### src/logic/encoder_cmd_regs.vh
`ifndef ENCODER_CMD_REGS_VH
`define ENCODER_CMD_REGS_VH
// register offsets on the serial register port
`define OFS_EW_MASK 8'h0c
`define OFS_STAT_CFG 8'h0d
`define OFS_ACC_CLR_A 8'h3d
`define OFS_ACC_CLR_B 8'h3e
`define OFS_I2C_REM 8'h5b
`define OFS_I2C_RSTART 8'h5c
`define OFS_I2C_REND 8'h5d
`define OFS_I2C_ID 8'h5e
`define OFS_SWITCH 8'h60
`define OFS_EVENT 8'h73
`define OFS_CMD 8'h75
`define OFS_STAT0 8'h76
`define OFS_STAT1 8'h77
// field positions
`define CFG_ACC_BIT 7
`define SW_PROT_HI 7
`define SW_PROT_LO 6
`define SW_CAP_BIT 0
// reset values
`define RST_EW_MASK 8'h00
`define RST_STAT_CFG 8'h00
`define RST_BYTE 8'h00
// command codes
`define CMD_NONE 8'h00
`define CMD_WRITE_ALL 8'h01
`define CMD_ABS 8'h03
`define CMD_VERNIER 8'h04
`define CMD_TURNS_CHK 8'h06
`define CMD_SOFT 8'h07
`define CMD_I2C 8'h0a
`define CMD_EVENT 8'h0b
`define CMD_SWITCH 8'h0c
`define CMD_CHECKSUM_VERIFY 8'h0d
`define CMD_CLK_HI 8'h0f
`define CMD_CLK_LO 8'h10
`define CMD_NOFUNC 8'h11
`define CMD_LAST 8'h14
// protection levels that allow the generic transfer, and its retry limit
`define PROT_OPEN 2'h0
`define PROT_SHIP_I2C 2'h2
`define I2C_RETRIES 2'h3
// display time step
`define CLK_PERIOD_NS 50
`define ERROR_MIN_DISPLAY_CODE_STEP_US 12500
`define ERROR_MIN_DISPLAY_CODE_STEP_CYC ((`ERROR_MIN_DISPLAY_CODE_STEP_US * 1000) / `CLK_PERIOD_NS)
`endif

### src/logic/encoder_command_status_unit.v
// What this block does
// - accumulate select 0 shows live status, 1 holds each flag once set, bar startup, eeprom error and running.
// - accumulated mode: reading 0x3d or 0x3e clears both accumulated status bytes.
// - error/warning bit presence and polarity follow the port A protocol.
// - mask bits 7..2 gate error sources, bits 1..0 warning; 0 enables.
// - with error pin mode selected, enabled errors pull the open-collector pin low.
// - error pin stays asserted at least code times 12.5 ms.
// - command code stays while queued, cleared to 0x00 on acceptance.
// - codes 0x01..0x14 are operations; 0x00, 0x11, 0x15..0xff do nothing.
// - 0x01 writes all with both checksums; 0x02 writes offsets only.
// - 0x03 redefines absolute value and restarts converters.
// - 0x04 vernier check sets period consistency error on mismatch.
// - 0x05 resyncs turns and offsets without restarting converters.
// - 0x06 turns check sets turns consistency error on mismatch.
// - 0x07 soft reset reloads configuration then redefines absolute value.
// - 0x08/0x09 preset recompute offsets; 0x09 also stores them.
// - 0x0a allowed only at protection 0 or 2; up to 3 retries.
// - transfer moves end minus start plus one bytes; id has rw bit.
// - 0x0b increments the 8-bit event counter, wrapping after 0xff.
// - 0x0c needs protection 0; swaps targets in while writing configuration.
// - 0x0d verifies checksums setting crc error; 0x0e recomputes them.
// - 0x0f/0x10 set/clear turns clock after capturing data pin; no turns source.
// - accumulated flags persist until read, 0x03/0x07 redefine or reset; three flags stay live.
// - captured data bit is 1 if data pin was high before clock change.
`timescale 1ns/1ps
`include "encoder_cmd_regs.vh"

module encoder_command_status_unit #(
   parameter [23:0] ERROR_MIN_DISPLAY_CODE_STEP = `ERROR_MIN_DISPLAY_CODE_STEP_CYC,
   parameter PB_W = 3,
   parameter [PB_W-1:0] ERR_PIN_MODE = 1
) (
   input wire ref_clk_i,
   input wire rst_n_i,
   input wire [7:0] reg_addr_i,
   input wire [7:0] reg_wdata_i,
   input wire reg_wr_i,
   input wire reg_rd_i,
   output reg [7:0] reg_rdata_o,
   input wire [2:0] port_a_protocol_i,
   input wire [PB_W-1:0] port_b_function_i,
   input wire [1:0] protection_level_i,
   input wire [1:0] turns_source_mode_i,
   input wire [4:0] status0_live_i,
   input wire crc_err_i,
   input wire eeprom_link_err_i,
   input wire turns_link_err_i,
   input wire freq_abz_i,
   input wire freq_cnv_i,
   output reg exec_start_o,
   output reg [7:0] exec_code_o,
   input wire exec_done_i,
   input wire exec_fail_i,
   output reg [7:0] i2c_byte_count_o,
   output reg switch_active_o,
   output reg [2:0] port_a_protocol_target_o,
   output reg [1:0] protection_level_target_o,
   input wire turns_data_pin_i,
   output reg turns_clock_pin_o,
   output reg err_bit_o,
   output reg err_bit_en_o,
   output reg warn_bit_o,
   output reg warn_bit_en_o,
   output reg error_out_n_o,
   output reg error_out_oe_o
);

   localparam ST_IDLE = 2'b01;
   localparam ST_RUN = 2'b10;

   reg [1:0] state_ff;
   reg [1:0] nxt_state;
   reg [7:0] mask_ff;
   reg [7:0] cfg_ff;
   reg [7:0] i2c_rem_ff;
   reg [7:0] i2c_rstart_ff;
   reg [7:0] i2c_rend_ff;
   reg [7:0] i2c_id_ff;
   reg [7:0] event_ff;
   reg [7:0] cmd_ff;
   reg [7:0] run_code_ff;
   reg [1:0] retry_ff;
   reg cap_ff;
   reg period_err_ff;
   reg turns_err_ff;
   reg [4:0] acc0_ff;
   reg [7:0] acc1_ff;
   reg [23:0] hold_ff;
   reg mtd_s1_ff;
   reg mtd_s2_ff;

   // ---------------------------------------------------------------
   // register decode
   // ---------------------------------------------------------------
   wire wr_cmd = reg_wr_i && (reg_addr_i == `OFS_CMD);
   wire wr_event = reg_wr_i && (reg_addr_i == `OFS_EVENT);
   wire rd_stat = reg_rd_i && ((reg_addr_i == `OFS_STAT0) ||
                               (reg_addr_i == `OFS_STAT1));
   wire rd_clr = reg_rd_i && ((reg_addr_i == `OFS_ACC_CLR_A) ||
                              (reg_addr_i == `OFS_ACC_CLR_B));
   wire acc_sel = cfg_ff[`CFG_ACC_BIT];
   wire [2:0] error_min_display_code = cfg_ff[2:0];

   // ---------------------------------------------------------------
   // command acceptance
   // ---------------------------------------------------------------
   wire accept = (state_ff == ST_IDLE) && (cmd_ff != `CMD_NONE);
   wire is_noop = (cmd_ff == `CMD_NOFUNC) || (cmd_ff > `CMD_LAST);
   wire i2c_ok = (protection_level_i == `PROT_OPEN) ||
                 (protection_level_i == `PROT_SHIP_I2C);
   wire turns_free = (turns_source_mode_i == 2'h0);
   wire is_local = (cmd_ff == `CMD_EVENT) || (cmd_ff == `CMD_CLK_HI) ||
                   (cmd_ff == `CMD_CLK_LO);
   // refused commands are dropped like no-function codes
   wire refused = ((cmd_ff == `CMD_I2C) && !i2c_ok) ||
                  ((cmd_ff == `CMD_SWITCH) &&
                   (protection_level_i != `PROT_OPEN)) ||
                  (((cmd_ff == `CMD_CLK_HI) || (cmd_ff == `CMD_CLK_LO)) &&
                   !turns_free);
   wire launch = accept && !is_noop && !is_local && !refused;
   wire do_local = accept && is_local && !refused;
   wire run_done = (state_ff == ST_RUN) && exec_done_i;
   wire i2c_retry = run_done && (run_code_ff == `CMD_I2C) && exec_fail_i &&
                    (retry_ff != `I2C_RETRIES);
   wire redefine = launch && ((cmd_ff == `CMD_ABS) || (cmd_ff == `CMD_SOFT));
   // also the live command-busy status flag
   wire running = (state_ff == ST_RUN);

   // local commands finish at acceptance and never enter the run state
   always @* begin
      nxt_state = state_ff;
      case (state_ff)
         ST_IDLE: begin
            if (launch) begin
               nxt_state = ST_RUN;
            end
         end
         ST_RUN: begin
            if (run_done && !i2c_retry) begin
               nxt_state = ST_IDLE;
            end
         end
         default: begin
            nxt_state = ST_IDLE;
         end
      endcase
   end

   always @(posedge ref_clk_i) begin
      if (!rst_n_i) begin
         state_ff <= ST_IDLE;
         cmd_ff <= `CMD_NONE;
         run_code_ff <= `CMD_NONE;
         retry_ff <= 2'h0;
         exec_start_o <= 1'b0;
         exec_code_o <= `CMD_NONE;
         switch_active_o <= 1'b0;
         i2c_byte_count_o <= 8'h00;
      end else begin
         state_ff <= nxt_state;
         // a fresh write lands after the clear of an accepted one
         if (wr_cmd) begin
            cmd_ff <= reg_wdata_i;
         end else if (accept) begin
            cmd_ff <= `CMD_NONE;
         end
         exec_start_o <= launch || i2c_retry;
         if (launch) begin
            run_code_ff <= cmd_ff;
            exec_code_o <= cmd_ff;
            retry_ff <= 2'h0;
            switch_active_o <= (cmd_ff == `CMD_SWITCH);
            // an end below the start wraps modulo 256
            i2c_byte_count_o <= i2c_rend_ff - i2c_rstart_ff + 8'h01;
         // a retry keeps the protection decision made at launch
         end else if (i2c_retry) begin
            retry_ff <= retry_ff + 2'h1;
         end else if (run_done) begin
            switch_active_o <= 1'b0;
         end
      end
   end

   // ---------------------------------------------------------------
   // local commands, event counter and turns pins
   // ---------------------------------------------------------------
   // data pin comes from outside, two stages before anyone looks
   always @(posedge ref_clk_i) begin
      if (!rst_n_i) begin
         mtd_s1_ff <= 1'b0;
         mtd_s2_ff <= 1'b0;
      end else begin
         mtd_s1_ff <= turns_data_pin_i;
         mtd_s2_ff <= mtd_s1_ff;
      end
   end

   always @(posedge ref_clk_i) begin
      if (!rst_n_i) begin
         event_ff <= `RST_BYTE;
         cap_ff <= 1'b0;
         turns_clock_pin_o <= 1'b0;
      end else begin
         // command increment wins over a host write in the same cycle
         if (do_local && (cmd_ff == `CMD_EVENT)) begin
            event_ff <= event_ff + 8'h01;
         end else if (wr_event) begin
            event_ff <= reg_wdata_i;
         end
         if (do_local && (cmd_ff != `CMD_EVENT)) begin
            // sampled before the pin moves; the synchroniser adds two cycles of lag
            cap_ff <= mtd_s2_ff;
            turns_clock_pin_o <= (cmd_ff == `CMD_CLK_HI);
         end
      end
   end

   // ---------------------------------------------------------------
   // check results and status
   // ---------------------------------------------------------------
   wire chk_done = run_done && !i2c_retry;
   always @(posedge ref_clk_i) begin
      if (!rst_n_i) begin
         period_err_ff <= 1'b0;
         turns_err_ff <= 1'b0;
      end else begin
         // flags follow the last verdict of their own check
         if (chk_done && (run_code_ff == `CMD_VERNIER)) begin
            period_err_ff <= exec_fail_i;
         end
         if (chk_done && (run_code_ff == `CMD_TURNS_CHK)) begin
            turns_err_ff <= exec_fail_i;
         end
      end
   end

   // crc verify mismatch is reported by the checksum engine itself
   wire crc_flag = crc_err_i;
   wire [4:0] live0 = status0_live_i;
   wire [7:0] live1 = {crc_flag, eeprom_link_err_i, turns_link_err_i,
                       turns_err_ff, period_err_ff, freq_abz_i, freq_cnv_i,
                       running};
   // the clearing read still returns the value held before the clear
   wire acc_clear = acc_sel && (rd_stat || rd_clr || redefine);

   always @(posedge ref_clk_i) begin
      if (!rst_n_i) begin
         acc0_ff <= 5'h00;
         acc1_ff <= 8'h00;
      end else if (!acc_sel) begin
         acc0_ff <= live0;
         acc1_ff <= live1;
      end else if (acc_clear) begin
         // set wins over the clear so no event is lost
         acc0_ff <= live0;
         acc1_ff <= live1;
      end else begin
         acc0_ff <= acc0_ff | live0;
         acc1_ff <= acc1_ff | live1;
      end
   end

   // startup, eeprom error and running always show live
   wire [7:0] stat0 = acc_sel ? {3'h0, live0[4], acc0_ff[3:0]} :
                      {3'h0, live0};
   wire [7:0] stat1 = acc_sel ? {acc1_ff[7], live1[6], acc1_ff[5:1], live1[0]} :
                      live1;

   // ---------------------------------------------------------------
   // error and warning bits
   // ---------------------------------------------------------------
   wire amp_any = |stat0[3:0];
   wire err_now = (!mask_ff[7] && (stat1[5] || stat1[4])) ||
                  (!mask_ff[6] && stat1[3]) ||
                  (!mask_ff[5] && amp_any) ||
                  (!mask_ff[4] && stat1[6]) ||
                  (!mask_ff[3] && stat1[7]) ||
                  (!mask_ff[2] && stat1[0]);
   wire warn_now = (!mask_ff[1] && (stat1[2] || stat1[1])) ||
                   (!mask_ff[0] && amp_any);
   wire both_low = (port_a_protocol_i == 3'h2) || (port_a_protocol_i == 3'h7);
   wire err_low = both_low || (port_a_protocol_i == 3'h5);
   wire err_high = (port_a_protocol_i == 3'h6);
   // code times step; the upper half stays zero for any step below 2^21
   wire [47:0] hold_prod = {21'h0, error_min_display_code} * ERROR_MIN_DISPLAY_CODE_STEP;
   wire [23:0] hold_load = hold_prod[23:0];
   wire pin_mode = (port_b_function_i == ERR_PIN_MODE);
   wire pin_act = pin_mode && (err_now || (hold_ff != 24'h0));

   always @(posedge ref_clk_i) begin
      if (!rst_n_i) begin
         hold_ff <= 24'h0;
         err_bit_o <= 1'b0;
         err_bit_en_o <= 1'b0;
         warn_bit_o <= 1'b0;
         warn_bit_en_o <= 1'b0;
         error_out_n_o <= 1'b0;
         error_out_oe_o <= 1'b0;
      end else begin
         // the hold reloads while the error lasts, so it counts from its end
         if (err_now) begin
            hold_ff <= hold_load;
         end else if (hold_ff != 24'h0) begin
            hold_ff <= hold_ff - 24'h1;
         end
         // a bit that the protocol does not carry is held low
         err_bit_en_o <= err_low || err_high;
         err_bit_o <= err_high ? err_now : (err_low & !err_now);
         warn_bit_en_o <= both_low;
         warn_bit_o <= both_low & !warn_now;
         error_out_n_o <= 1'b0;
         // only ever pulled low, never driven high: wired-or safe
         error_out_oe_o <= pin_act;
      end
   end

   // ---------------------------------------------------------------
   // register file
   // ---------------------------------------------------------------
   always @(posedge ref_clk_i) begin
      if (!rst_n_i) begin
         mask_ff <= `RST_EW_MASK;
         cfg_ff <= `RST_STAT_CFG;
         i2c_rem_ff <= `RST_BYTE;
         i2c_rstart_ff <= `RST_BYTE;
         i2c_rend_ff <= `RST_BYTE;
         i2c_id_ff <= `RST_BYTE;
         port_a_protocol_target_o <= 3'h0;
         protection_level_target_o <= 2'h0;
      end else if (reg_wr_i) begin
         case (reg_addr_i)
            `OFS_EW_MASK: mask_ff <= reg_wdata_i;
            `OFS_STAT_CFG: cfg_ff <= {reg_wdata_i[7], 4'h0, reg_wdata_i[2:0]};
            `OFS_I2C_REM: i2c_rem_ff <= reg_wdata_i;
            `OFS_I2C_RSTART: i2c_rstart_ff <= reg_wdata_i;
            `OFS_I2C_REND: i2c_rend_ff <= reg_wdata_i;
            `OFS_I2C_ID: i2c_id_ff <= reg_wdata_i;
            `OFS_SWITCH: begin
               port_a_protocol_target_o <= reg_wdata_i[2:0];
               protection_level_target_o <= reg_wdata_i[`SW_PROT_HI:`SW_PROT_LO];
            end
            // read-only and unmapped offsets ignore writes
            default: begin
            end
         endcase
      end
   end

   always @(posedge ref_clk_i) begin
      if (!rst_n_i) begin
         reg_rdata_o <= 8'h00;
      end else if (reg_rd_i) begin
         case (reg_addr_i)
            `OFS_EW_MASK: reg_rdata_o <= mask_ff;
            `OFS_STAT_CFG: reg_rdata_o <= cfg_ff;
            `OFS_I2C_REM: reg_rdata_o <= i2c_rem_ff;
            `OFS_I2C_RSTART: reg_rdata_o <= i2c_rstart_ff;
            `OFS_I2C_REND: reg_rdata_o <= i2c_rend_ff;
            `OFS_I2C_ID: reg_rdata_o <= i2c_id_ff;
            `OFS_SWITCH: reg_rdata_o <= {protection_level_target_o, 3'h0,
                                         port_a_protocol_target_o[2:1], cap_ff};
            `OFS_EVENT: reg_rdata_o <= event_ff;
            `OFS_STAT0: reg_rdata_o <= stat0;
            `OFS_STAT1: reg_rdata_o <= stat1;
            // command and clearing offsets read back as zero
            default: reg_rdata_o <= 8'h00;
         endcase
      end
   end

endmodule

### config.mk
export PLATFORM = sky130hd
export DESIGN_NAME = encoder_command_status_unit
export DESIGN_NICKNAME = d
export VERILOG_FILES = /design/src/logic/encoder_command_status_unit.v
export VERILOG_INCLUDE_DIRS = /design/src /design/src/logic
export SDC_FILE = /design/constraint.sdc
export NUM_CORES = 1
export LEC_CHECK = 0
export BUFFER_PORTS_ARGS = -buffer_cell sky130_fd_sc_hd__clkbuf_2
export CAP_MARGIN = 20
export CORE_MARGIN = 10
export CORE_UTILIZATION = 35
export DETAILED_ROUTE_END_ITERATION = 8
export SLEW_MARGIN = 25
export SYNTH_ARGS = -nofsm -noshare
export SYNTH_HDL_FRONTEND = slang
export SYNTH_SLANG_ARGS = --single-unit
### constraint.sdc
create_clock -name ref_clk_i -period 3.7 [get_ports ref_clk_i]
set_input_delay 0.37 -clock ref_clk_i [delete_from_list [all_inputs] [get_ports ref_clk_i]]
set_output_delay 0.37 -clock ref_clk_i [all_outputs]
set_load 0.005 [all_outputs]
== Word-level counts from Yosys, hierarchy flattened ==
Cells that the tools add are included.

* Add/subtract/negate cells: 5
* $mul: 1
* $lt $le $gt $ge: 1
* Equality and inequality tests: 37
* Multiplexer cells: 20
* Bitwise gates (word level): 5
* Reduce and logical (&&, ||, !) cells: 95

{| class="wikitable"
|+ Operator list
! kind !! number
|-
| one-hot mux 8 bit (10 select lines) || 1
|-
| equality test 8 x 7 -> 1 bit, second input constant || 9
|-
| equality test 8 x 4 -> 1 bit, second input constant || 7
|-
| 2-to-1 mux 8 bit || 7
|-
| 2-to-1 mux 21 bit || 2
|-
| logical AND 1 bit || 33
|-
| logical OR 1 bit || 25
|-
| equality test 8 x 3 -> 1 bit, second input constant || 3
|-
| nonzero test 24 bit || 1
|-
| subtractor 24 x 1 -> 24 bit, second input constant || 1
|-
| AND reduction 2 bit || 9
|-
| multiplier 3 x 14 -> 17 bit, second input constant || 1
|-
| adder 8 x 1 -> 8 bit, second input constant || 2
|-
| equality test 8 x 5 -> 1 bit, second input constant || 2
|-
| equality test 8 x 6 -> 1 bit, second input constant || 2
|-
| zero test 1 bit || 16
|-
| 2-to-1 mux 5 bit || 2
|-
| nonzero test 2 bit || 5
|-
| equality test 3 bit, second input constant || 3
|-
| equality test 8 x 2 -> 1 bit, second input constant || 1
|-
| > comparator 8 x 5 -> 1 bit, second input constant || 1
|-
| != test 8 x 4 -> 1 bit, second input constant || 1
|-
| OR 8 bit || 1
|-
| nonzero test 8 bit || 1
|-
| other kinds (18) || 28
|}

* Bits in registers: 143
* Output and inout bits: 38
* Word-level logic and storage cells: 196

== Logic depth before layout (Yosys ltp) ==
* Word-level depth: 13
* Depth in mapped cells: 11

== Worst setup path before layout ==
No wires, ideal clock.

* Path type: flip-flop to flip-flop
* Start point: reg hold_ff[0]
* End point: reg hold_ff[13]
* Library setup time: 116 ps
* Data arrival time: 2022 ps
* Required time: 3584 ps
* Slack: 1561 ps
* Cell stages (with the launch flop): 8
* Buffers on the path: 1
* Clock period less this slack: 2139 ps
* Cells stage by stage: dfxtp_1 -> inv_1 -> ha_1 -> nor3b_1 -> nand3_1 -> or3_1 -> clkbuf_1 -> a41o_1

* Cells in the longest elaborated chain, start to end: 3
* Elaborated cells on any way between the ends: 5
* Those cells by class: add/sub (1); mux (2); reduce/logical (2)

{| class="wikitable"
|+ Ends and longest elaborated chain
! what !! RTL line !! text
|-
| start, declared || encoder_command_status_unit.v:88 || <nowiki>reg [23:0] hold_ff;</nowiki>
|-
| start signal, assigned || encoder_command_status_unit.v:302 || <nowiki>hold_ff <= hold_load;</nowiki>
|-
| start signal, assigned || encoder_command_status_unit.v:304 || <nowiki>hold_ff <= hold_ff - 24'h1;</nowiki>
|-
| subtractor 24 x 1 -> 24 bit || encoder_command_status_unit.v:304 ||
|-
| 2-to-1 mux 21 bit || encoder_command_status_unit.v:303 || <nowiki>end else if (hold_ff != 24'h0) begin</nowiki>
|-
| 2-to-1 mux 21 bit || encoder_command_status_unit.v:301 || <nowiki>if (err_now) begin</nowiki>
|}

Several ways; a longest one is shown, not always the timed one. The select of a mux whose other input is x is not followed.
A chain may end at the register's enable or synchronous reset.

== Worst setup path after layout ==
* Start point: reg cfg_ff[7]
* End point: reg hold_ff[17]

* Cells in the longest elaborated chain, start to end: 9
* Elaborated cells on any way between the ends: 15
* Those cells by class: mux (3); reduce/logical (12)

{| class="wikitable"
|+ Ends and longest elaborated chain
! what !! RTL line !! text
|-
| start, declared || encoder_command_status_unit.v:74 || <nowiki>reg [7:0] cfg_ff;</nowiki>
|-
| start signal, assigned || encoder_command_status_unit.v:323 || <nowiki>cfg_ff <= `RST_STAT_CFG;</nowiki>
|-
| start signal, assigned || encoder_command_status_unit.v:333 || <nowiki>`OFS_STAT_CFG: cfg_ff <= {reg_wdata_i[7], 4'h0, reg_wdata_i[2:0]};</nowiki>
|-
| 2-to-1 mux 8 bit || encoder_command_status_unit.v:266 || <nowiki>wire [7:0] stat1 = acc_sel ? {acc1_ff[7], live1[6], acc1_ff[5:1], live1[0]} :</nowiki>
|-
| logical OR 1 bit || encoder_command_status_unit.v:273 || <nowiki>wire err_now = (!mask_ff[7] && (stat1[5] || stat1[4])) ||</nowiki>
|-
| logical AND 1 bit || encoder_command_status_unit.v:273 ||
|-
| logical OR 1 bit || encoder_command_status_unit.v:273 ||
|-
| logical OR 1 bit || encoder_command_status_unit.v:274 || <nowiki>(!mask_ff[6] && stat1[3]) ||</nowiki>
|-
| logical OR 1 bit || encoder_command_status_unit.v:275 || <nowiki>(!mask_ff[5] && amp_any) ||</nowiki>
|-
| logical OR 1 bit (*) || encoder_command_status_unit.v:276 || <nowiki>(!mask_ff[4] && stat1[6]) ||</nowiki>
|-
| logical OR 1 bit (*) || encoder_command_status_unit.v:277 || <nowiki>(!mask_ff[3] && stat1[7]) ||</nowiki>
|-
| 2-to-1 mux 21 bit or nonzero test 2 bit (tied branches) || n/a ||
|}

Every way passes the cells marked *; elsewhere a longest branch is shown, timed or not.

==> flow_summary.json <==
{
  "outcome": "finished clean",
  "skew_ns": 0.0105,
  "die_h_microns": 165,
  "drc": 0,
  "cp-startpoint": "cfg_ff[7]",
  "hold_viol": 0,
  "slew_headroom": 0.339,
  "postCtsHoldBufs": 0,
  "die_w_microns": 165,
  "post-synth-top-area-fraction": 0.383,
  "ys.flop_type": "dfxtp_1",
  "routabilityCongestion": 0.889,
  "rr_endpoint": "hold_ff[17]",
  "core_area_sq_mm": 0.0204,
  "syn_area_sq_mm": 0.00732,
  "drt.antenna.violating_nets": 0,
  "clock_latency_ns": 0.43,
  "grt_overflow": 0,
  "slowest_stage": "dfxtp_1",
  "drt-vias-per-instance": 5.46,
  "drt-total-wl_microns": 21800,
  "start_util": 0.359,
  "synthTopCellsByArea": "dfxtp_1 38%, mux2i_1 7.4%, nor2_1 4.4%, a21oi_1 4.3%, ha_1 4.1%",
  "required_ns": 4.05,
  "finalPower_uw": 3420,
  "slowest_delay_ns": 0.97,
  "fillers": 2092,
  "crit_end": "hold_ff[17]",
  "fin_crit_ns": 2.66,
  "p_leak_uw": 0.00355,
  "route.top_layer_used": "met4",
  "setup.worst_path.class": "reg2reg",
  "syn_inst": 852,
  "grt_first_pass_wirelength_microns": 34300,
  "dieArea_sq_mm": 0.0271,
  "post-route-period-util": 0.719,
  "syn_nets": 923,
  "maxSlewViolCount": 0,
  "cts_sinks": 140,
  "antenna_cells": 0,
  "worst_setup_path_start_kind": "flop",
  "crit_fanout": 26,
  "wl_met2_microns": 10000,
  "syn_avg_cell_area_sq_um": 8.60,
  "r2r-start": "cfg_ff[7]",
  "rsz0062_at_grt": "false",
  "crit_path_end_kind": "flop",
  "num_vias": 6522,
  "track_usage": 0.160,
  "synth.distinct_cells": 70,
  "synth_seq_cells": 140,
  "worst_path_most_repeated_cell": "o22ai_1",
  "num_rows": 52,
  "yosysSeqAreaShare": 0.383,
  "cap_violations": 0,
  "r2r_cells": 6,
  "clkTransAtPathRegs_ns": 0.06,
  "multiInputGateArea_sq_mm": 0.00421,
  "wl_met1_microns": 9990,
  "grt_pass1_vias": 6241,
  "synth_largest_area_cell": "dfxtp_1",
  "cts_buffer_depth": 2,
  "post_cts_resized": 0,
  "worst-r2r-setup-slack_ns": 1.04,
  "io_pins": 81,
  "cts_buffers": 17,
  "hpwl_microns": 15800,
  "portBuffers": 79,
  "antenna_found_initial": 0,
  "cp_cell_sequence": "mux2i_1 -> o22ai_1 -> a2111oi_2 -> buf_4 -> nand3_1 -> o22ai_1",
  "max_freq_mhz": 376,
  "drt_iter0_drc": 470,
  "cts_post_setup_buffers_inserted": 0,
  "cts_htree_levels": 4,
  "ys_warn_count": 0,
  "ir_drop_mv": 0.311,
  "cts_tree": "done",
  "grt_start_max_net_pins": 67,
  "layout-drive-gt1-share": 0.155,
  "pwr_density_cell_mw_per_mm2": 400,
  "finalNetCount": 982,
  "hold_class": "in2reg",
  "wl_per_cell_microns": 18.3,
  "setup_viol": 0,
  "synth-edff-count": 0,
  "area_growth_pct": 16.7,
  "async_flop_share": 0,
  "root_buffer": "clkbuf_16",
  "final-seq-area_sq_mm": 0.00280,
  "drtPass1Iterations": 5,
  "routed-wl-met3_microns": 1430,
  "cp.arrival_ns": 3.01,
  "worst_pin_slew_ns": 0.990,
  "hold_slack_ns": 0.147,
  "utilization": 0.418,
  "setup_tns_ns": 0
}
-- registers in the layout, summed over array words and instances, names as in the netlist, 2 cells and up --
signal                     cells
state_ff                       2
i2c_rstart_ff                  8
i2c_rend_ff                    8
reg_rdata_o                    8
cfg_ff                         4
cmd_ff                         8
retry_ff                       2
i2c_rem_ff                     8
mask_ff                        8
acc1_ff                        6
hold_ff                       24
protection_level_target_o      2
run_code_ff                    8
i2c_id_ff                      8
event_ff                       8
i2c_byte_count_o               8
port_a_protocol_target_o       3
acc0_ff                        4
-- cells in the mapped netlist, types with 10 or more instances --
library cell / count
dfxtp_1: 140
nor2_1: 86
a21oi_1: 63
mux2i_1: 54
nand2_1: 52
clkbuf_1: 46
nand3_1: 42
o21ai_0: 34
inv_1: 29
ha_1: 24
nor3_1: 24
xnor2_1: 18
a22oi_1: 15
nor4_1: 14
nand2b_1: 13
nor2b_1: 12
a32o_1: 10
nand3b_1: 10
-- power by group --
| part | internal (uW) | switching [uW] | leakage [uW] | total (uW) |
|---|---|---|---|---|
| logic | 52.0 | 114 | 0.00215 | 166 |
| registers | 1520 | 6.28 | 0.00113 | 1520 |
| clock network | 1000 | 728 | 0.000271 | 1730 |
| total | 2570 | 849 | 0.00355 | 3420 |
-- final cells by class --
type / instances / area share
multi-input cells: 631 / 0.493
flip-flops and latches: 140 / 0.328
clock buffers: 17 / 0.0498
well taps: 270 / 0.0395
repair buffers: 92 / 0.0577
inverters: 29 / 0.0127
clock inverters: 15 / 0.0193
-- layer usage --
layer  vias up  global-route usage
met5         -                   0
met4         0              0.0491
met3        25              0.0366
met2       193               0.248
met1      3086               0.216
li1       3218                   -
-- worst min path at each step --
stage | to | start | slack (ns) | cells past startpoint
floorplan | mtd_s2_ff | mtd_s1_ff | 0.41 | 1
global placement | mtd_s2_ff | mtd_s1_ff | 0.42 | 1
detailed placement | mtd_s2_ff | mtd_s1_ff | 0.43 | 1
CTS | mtd_s1_ff | turns_data_pin_i | 0.13 | 2
global route | mtd_s1_ff | turns_data_pin_i | 0.15 | 2
finish | mtd_s1_ff | turns_data_pin_i | 0.15 | 2
-- cells by family (layout without fill, tap and decap cells) --
logic type / after synthesis / count (layout) / share of synthesized area
AOI/OAI and AO/OA: 197 / 197 / 0.176
muxes: 59 / 59 / 0.0861
and+or+nand+nor: 320 / 320 / 0.228
xor gates and xnor gates: 26 / 26 / 0.0311
adders and majority gates: 28 / 28 / 0.0519
buffers and inverters: 81 / 153 / 0.0429
DFF: 140 / 140 / 0.383
other: 1 / 1 / 0.000512
-- critical path, delay by kind of cell (launching register included) --
family	cells	cell delay (ns)
mux	1	0.32
compound gates	3	0.71
simple gates	1	0.27
flops	1	0.97
buf+inv	1	0.30
-- per-stage QoR --
stage	cells	instance area [sq um]	worst slack, ns
after floorplan	852	7320	1.56
after global placement	1162	7960	1.12
after detailed placement	1162	7960	1.10
after CTS	1194	8550	1.07
after global routing	1194	8550	0.768
final	1194	8550	1.04
-- cells in the final DEF, fill, tap and decap left out, types with 7 or more instances in the layout --
cell type	count
o21ai_0	34
nor2_1	86
nor4_1	14
clkbuf_16	17
a22o_1	8
dfxtp_1	140
mux2i_1	54
and3_1	9
inv_1	28
a22oi_1	15
o22ai_1	9
nand2_1	52
clkbuf_2	79
nand3b_1	10
a21oi_1	63
xnor2_1	18
nor3b_1	7
nor3_1	24
a32o_1	10
nand3_1	42
nand4_1	7
buf_4	13
o2bb2ai_1	7
xor2_1	8
ha_1	24
or4_1	9
nor2b_1	12
nand2b_1	13
No activity file was read; power rests on OpenSTA's default activity.
